### config.mk
export PLATFORM = sky130hd
export DESIGN_NAME = range_select
export DESIGN_NICKNAME = d
export VERILOG_FILES = /design/src/inc/trig_pkg.sv /design/src/design/range_select.sv
export SDC_FILE = /design/constraint.sdc
export NUM_CORES = 1
export LEC_CHECK = 0
export BUFFER_PORTS_ARGS = -buffer_cell sky130_fd_sc_hd__buf_2
export CORE_MARGIN = 3
export CORE_UTILIZATION = 47
export CTS_CLUSTER_SIZE = 14
export DETAILED_ROUTE_END_ITERATION = 7
export GPL_TIMING_DRIVEN = 0
export PLACE_DENSITY_LB_ADDON = 0.08
export SLEW_MARGIN = 10
export SYNTH_ARGS = -nofsm -noshare
export SYNTH_HDL_FRONTEND = slang
export SYNTH_SLANG_ARGS = --single-unit
export TNS_END_PERCENT = 50
### constraint.sdc
create_clock -name ref_clk_i -period 2.15 [get_ports ref_clk_i]
set_input_delay 0.5375 -clock ref_clk_i [delete_from_list [all_inputs] [get_ports ref_clk_i]]
set_output_delay 0.5375 -clock ref_clk_i [all_outputs]
set_load 0.005 [all_outputs]
### src/inc/trig_pkg.sv
// Shared constants, enumerations and carriers of the trigger model block.
// Assumes one 50 MHz clock and a host that issues one-cycle command strobes.
// Contract
// - Range and autorange kept per function.
// - Pick lowest range covering requested maximum.
// - Round requested range value to integer first.
// - Range query returns present full-scale value.
// - Trigger setting writes never arm the model.
// - Idle state, two arm layers, trigger layer.
// - External source: one reading per pulse.
// - Infinite count never leaves trigger layer.
// - Abort returns to idle until next sequence_b.
// - External second arm layer waits for pulse.
// - Source_a source reads back to back.
// - Timer source: first reading now, then periodic.
// - Instrument reset: source_a source, idle state.
// - Instrument reset spares status; preset restores enables.
// - Enabled status transition asserts service request.
// - Mask 512 passes only buffer full.
// - Serial poll releases service request.
// - No second request until event register cleared.
// - Buffer full sets measurement event bit 9.
// - Next mode stores at once, stops when full.
package trig_pkg;
	// ----------------------------------------------------------------
	// Timing
	// ----------------------------------------------------------------
	localparam int CLK_NS = 20; // Clock period in ns.
	localparam int MS_NS = 1000000; // One millisecond in ns.
	localparam int MS_CYCLES = (MS_NS + CLK_NS - 1) / CLK_NS; // Cycles per ms.
	// ----------------------------------------------------------------
	// Ranges
	// ----------------------------------------------------------------
	localparam int NFUNC = 4; // Measurement functions.
	localparam int NRANGE = 4; // Ranges per function.
	localparam int RIDX_W = 2; // Range index width.
	localparam int FRAC_W = 8; // Fraction bits of a range request.
	localparam logic [NRANGE-1:0][31:0] RANGE_FS = {32'h3E8, 32'hC8, 32'h14, 32'h2};
	// ----------------------------------------------------------------
	// Status
	// ----------------------------------------------------------------
	localparam int EVT_BFL_BIT = 9; // Buffer full event bit.
	localparam int EVT_IDLE_BIT = 10; // Idle condition bit.
	localparam int STB_MSS_BIT = 0; // Measurement summary bit.
	localparam int STB_RQS_BIT = 6; // Request service bit.
	localparam logic [15:0] BFL_MASK = 16'h0200; // Value 512.
	localparam logic [15:0] EN_PRESET = 16'h0000; // Enable after preset.
	localparam logic [15:0] PTR_PRESET = 16'hFFFF; // Rising filter preset.
	localparam logic [15:0] NTR_PRESET = 16'h0000; // Falling filter preset.
	localparam logic [15:0] CPREV_RST = 16'h0400; // Idle condition at reset.
	// ----------------------------------------------------------------
	// Types
	// ----------------------------------------------------------------
	typedef enum logic [1:0] {IDLE, ARM1, ARM2, TRIG} layer_t;
	typedef enum logic [1:0] {SRC_A, SRC_EXT, SRC_TIMER} trig_src_t;
	typedef enum logic {ARM_SRC_A, ARM_SRC_EXT} arm_src_t;
	typedef struct packed {
		trig_src_t trig_src; // Trigger layer source.
		arm_src_t arm_src; // Second arm layer source.
		logic trig_inf; // Infinite trigger count.
		logic [15:0] trig_count; // Readings per pass.
		logic [15:0] arm_count; // Passes of the second arm layer.
		logic [15:0] timer_ms; // Timer interval in ms.
	} trig_cfg_t;
	localparam trig_cfg_t CFG_RST = '{SRC_A, ARM_SRC_A, 1'b0, 16'h0001, 16'h0001, 16'h0032};
endpackage

### src/design/range_select.sv
// Per-function range and autorange store with full-scale readback.
// Assumes requests carry FRAC_W fraction bits and magnitudes are integers.
`timescale 1ns/10ps
`default_nettype none
module range_select (
	input wire logic ref_clk_i, // Clock.
	input wire logic rst_n_i, // Asynchronous reset, active low.
	input wire logic [1:0] func_sel_i, // Active function.
	input wire logic rng_wr_i, // Range write strobe.
	input wire logic [31:0] rng_val_i, // Requested maximum, fixed point.
	input wire logic auto_wr_i, // Autorange write strobe.
	input wire logic auto_on_i, // Autorange value.
	input wire logic rdg_done_i, // Reading finished.
	input wire logic [31:0] rdg_mag_i, // Reading magnitude, integer.
	output logic [31:0] rng_fs_o, // Full scale of present range.
	output logic auto_o // Autorange of active function.
);
	import trig_pkg::*;
	typedef struct packed {
		logic [NFUNC-1:0][RIDX_W-1:0] idx; // Range per function.
		logic [NFUNC-1:0] auto_on; // Autorange per function.
		logic [31:0] fs; // Full-scale readback.
		logic auto_q; // Autorange readback.
	} rng_state_t;
	rng_state_t s; // Present state.
	rng_state_t n; // Next state.
	// Round half up to an integer.
	function automatic logic [31:0] round_q(input logic [31:0] v);
		round_q = (v >> FRAC_W) + {31'h0, v[FRAC_W-1]};
	endfunction
	// Lowest range whose full scale covers the value, else the top one.
	function automatic logic [RIDX_W-1:0] pick_range(input logic [31:0] v);
		pick_range = RIDX_W'(NRANGE - 1);
		for (int i = NRANGE - 1; i >= 0; i--)
			if (RANGE_FS[i] >= v)
				pick_range = RIDX_W'(i);
	endfunction
	// Only the active function's entry is touched.
	always_comb
	begin
		n = s;
		if (s.auto_on[func_sel_i] && rdg_done_i)
			n.idx[func_sel_i] = pick_range(rdg_mag_i);
		if (auto_wr_i)
			n.auto_on[func_sel_i] = auto_on_i;
		if (rng_wr_i)
		begin
			n.idx[func_sel_i] = pick_range(round_q(rng_val_i));
			n.auto_on[func_sel_i] = 1'b0;
		end
		n.fs = RANGE_FS[n.idx[func_sel_i]];
		n.auto_q = n.auto_on[func_sel_i];
	end
	// State register.
	always_ff @(posedge ref_clk_i or negedge rst_n_i)
	begin
		if (!rst_n_i)
			s <= '0;
		else
			s <= n;
	end
	assign rng_fs_o = s.fs;
	assign auto_o = s.auto_q;
	chk_rng_readback: assert property (@(posedge ref_clk_i) disable iff (!rst_n_i)
		rng_wr_i |=> rng_fs_o == RANGE_FS[pick_range(round_q($past(rng_val_i)))])
		else $error("range readback not full scale of chosen range");
	chk_func_indep: assert property (@(posedge ref_clk_i) disable iff (!rst_n_i)
		(auto_wr_i && !rng_wr_i) |=> ($past(func_sel_i) == 2'h0 || s.auto_on[0] == $past(s.auto_on[0])))
		else $error("autorange write touched another function");
endmodule
`default_nettype wire

==> results by group <==
Run status
  • Failing checks: setup timing
  • Status: finished with violations

Route
  • Initial drt markers: 126
  • Via count: 2,312
  • Via/cell ratio: ~5.5
  • Pre-antenna DRT Iters: 4
  • Drc violations: 0
  • Final ANT Viol Nets: 0
  • Detailed Route WL: approximately 5700 µm
  • Average wire per standard cell: 13.65 µm

Synth
  • YS warnings: 0
  • Seq cells post-synth: 17
  • Mux share of post-synthesis cell area: 0.05666
  • Area of the mapped netlist: 2076 µm²
  • Asr flop ratio synth: 1.000
  • EDFF count, synth: 0
  • Synthesized-area fraction occupied by xor and xnor cells: 0.01266
  • Post-Syn Instances: 265
  • Syn_area_per_cell: 7.833 µm²
  • Largest family of logic cells by synthesized area: simple AND/OR/NAND/NOR gates
  • Most used flip-flop cell after synthesis: dfrtp_1
  • Sequential share of the synthesized area: 0.2049
  • Yosys top cell area share: 0.2049
  • Number of library cell types mapped by synthesis: 60
  • Top cells by area, synth: dfrtp_1, buf_4, nand2_1, o21ai_0, nor4_1
  • Fraction of the mapped netlist area in compound gates: 0.2459
  • Synth Area in Simple Gates: 0.3026
  • Area leader, netlist: dfrtp_1
  • Post-synthesis adder-cell area fraction: 0.01808

Place
  • GPL Wtd Cong: 0.8819
  • Hpwl dp: 4400 µm
  • Buffers on Ports: 69
  • Dpl ws: -1.075 ns

Finish
  • Area delta synth->final: 38.70%
  • # diodes: 0
  • Final net count: 444
  • Most common cell after layout, fill and taps aside: buf_2
  • Share of cells above drive strength 1: 0.4103
  • Filler instances: 338
  • Most frequent cells in the layout: buf_2, buf_4, nand2_1

Timing
  • Final Setup Violations: 13
  • Least-Margin Pin Slew: 0.6405 ns
  • Rel. slew slack: 0.5685
  • Period utilization: 1.189
  • Post-Route Skew: 0.009586 ns
  • Maximum clock frequency: 391.3 MHz
  • Number of hold violations in the final report: 0
  • RSZ-0062 raised after global routing: yes
  • Final WS setup: -0.4058 ns
  • Setup TNS: -4.133 ns
  • Pins Over Slew Limit: 0
  • Min Tclk post-route: 2.556 ns

Clock network
  • Reg clk slew, reported paths: approximately 0.070 ns
  • CTS Buffer Depth: 2
  • CTS tree: done
  • Insertion delay to the later sink of the worst-skew pair: 0.25 ns
  • H-tree depth: 1
  • Root Buffer: clkbuf_8
  • CTS Buf Count: 3
  • Cts hold-fix bufs: 0
  • CTS Sinks: 17

Setup path
  • WS Path Type: in -> reg
  • Slowest CP cell: or4_4
  • CP peak stage delay: 0.55 ns
  • Critical path arrival: 2.70 ns
  • Reg2reg setup slack: 0.05 ns
  • Crit path cell chain: buf_2 -> nand4_4 -> or4_4 -> nor3_4 -> xor2_1 -> or4_4 -> o41ai_4 -> o21ba_4
  • CP required: approximately 2.3 ns
  • Startpoint Class: primary input
  • R2R cell count: 6
  • CP most frequent cell: or4_4
  • CP Max Fanout: 6
  • Setup crit end kind: flop

GRT
  • Met2 GRT Util: 0.3610
  • Initial antenna violation count: 0
  • GR Layer Usage met1: 0.2922
  • Global-route wire length before repair: 9349 µm
  • Largest net degree at the start of global routing: 18
  • Met3 Resource Use GR: 0.04848
  • GRT busiest layer: met2
  • Remaining Overflow, GRT: 0
  • Vias in the first global route: 2,154
  • Total track usage: 0.2163

Pwr
  • Maximum VDD drop: 323.2 µV
  • Leakage: 1.332 nW
  • Power Dens Cells: 409.2 nW/µm²

Die
  • # rows: 23
  • Starting density of the core: 0.5044
  • CORE AREA: 4115 µm²
  • Die width: roughly 72 µm
  • Die height: 72.46 µm
  • Io pins: 105
  • Die ar.: 5250 µm²

Min path
  • Worst Hold Class: in -> async

Run
  • Max_cap viols: 0
sequential cells by signal, summed over array words and instances, names as in the netlist:
name,cells
s,12
rng_fs_o,4
auto_o,1
path summary, 6_finish.rpt:
kind / from / to
max: rng_val_i[14] / rng_fs_o[4]$_DFF_PN0_
min: rst_n_i / s[34]$_DFF_PN0_
max reg2reg: s[34]$_DFF_PN0_ / rng_fs_o[4]$_DFF_PN0_
min reg2reg: s[44]$_DFF_PN0_ / s[44]$_DFF_PN0_
max in group asynchronous: rst_n_i / s[42]$_DFF_PN0_
min in group ref_clk_i: s[44]$_DFF_PN0_ / s[44]$_DFF_PN0_
Yosys cell counts, drive strengths merged, types with 2 or more instances:
cell type,n
ha,3
nor2,17
dfrtp,17
mux4,3
nand4,6
a21oi,7
o22ai,3
a211oi,4
o211ai,7
nand2,26
and3,5
nor2b,3
o21ai,21
and2,2
o31a,2
nor3,7
o31ai,3
nand2b,3
or4,3
o21a,5
or2,2
nor4,14
and4,3
buf,36
a31oi,6
inv,7
mux2i,5
nand3,11
xor2,3
clkbuf,7
or3,3
timing repair:
action                                  in CTS  in global routing
setup buffers                                9                  1
endpoints found under the setup margin      12                 13
pin swaps                                   16                  5
resized for setup                           27                  6
power by group:
part / internal [W] / switching [W]
logic: 0.000275 / 0.000246
clock network: 0.000131 / 0.000107
registers: 0.000379 / 0.0000385
worst max-delay path, delay by kind of cell:
family	cells	cell delay, ns
xor+xnor	1	0.10
compound gates	2	0.48
simple gates	4	1.42
buf+inv	1	0.15
cell families after synthesis:
logic type               after synthesis
flip-flops                            17
adder cells (fa/ha/maj)                3
multiplexers                           8
other                                  1
AND/OR/NAND/NOR                      109
AO/OA/AOI/OAI                         74
XOR/XNOR                               3
buffers and inverters                 50
layout make-up:
class,count,area (µm²),share of cell area
Sequential cell,17,425.4,0.1478
Timing Repair Buffer,79,446.7,0.1551
Clock buffer,4,45.04,0.01565
Multi-Input combinational cell,220,1578,0.5480
Tap cell,50,62.56,0.02173
Buffer,41,295.3,0.1026
Inverter,7,26.28,0.009126
stage by stage:
stage / cells / instance area (µm²) / hold slack [ns] / power (W) / util
detailed placement: 406 / 2636 / 0.4824 / 0.0009025 / 0.6406
global route: 418 / 2879 / 0.2155 / 0.001269 / 0.6996
global placement: 406 / 2636 / 0.4783 / 0.0008890 / 0.6406
CTS: 417 / 2846 / 0.2047 / 0.001175 / 0.6917
floorplan: 287 / 2228 / 0.2419 / 0.0007358 / -
finish: 418 / 2879 / 0.1885 / 0.001178 / 0.6996
routing by layer:
layer	share of wire	vias to the layer above
met2	0.48	110
met3	0.099	5
met1	0.42	1033
met4	0.0060	0
met5	0	-
li1	-	1164
Power figures use the tool's default switching activity.
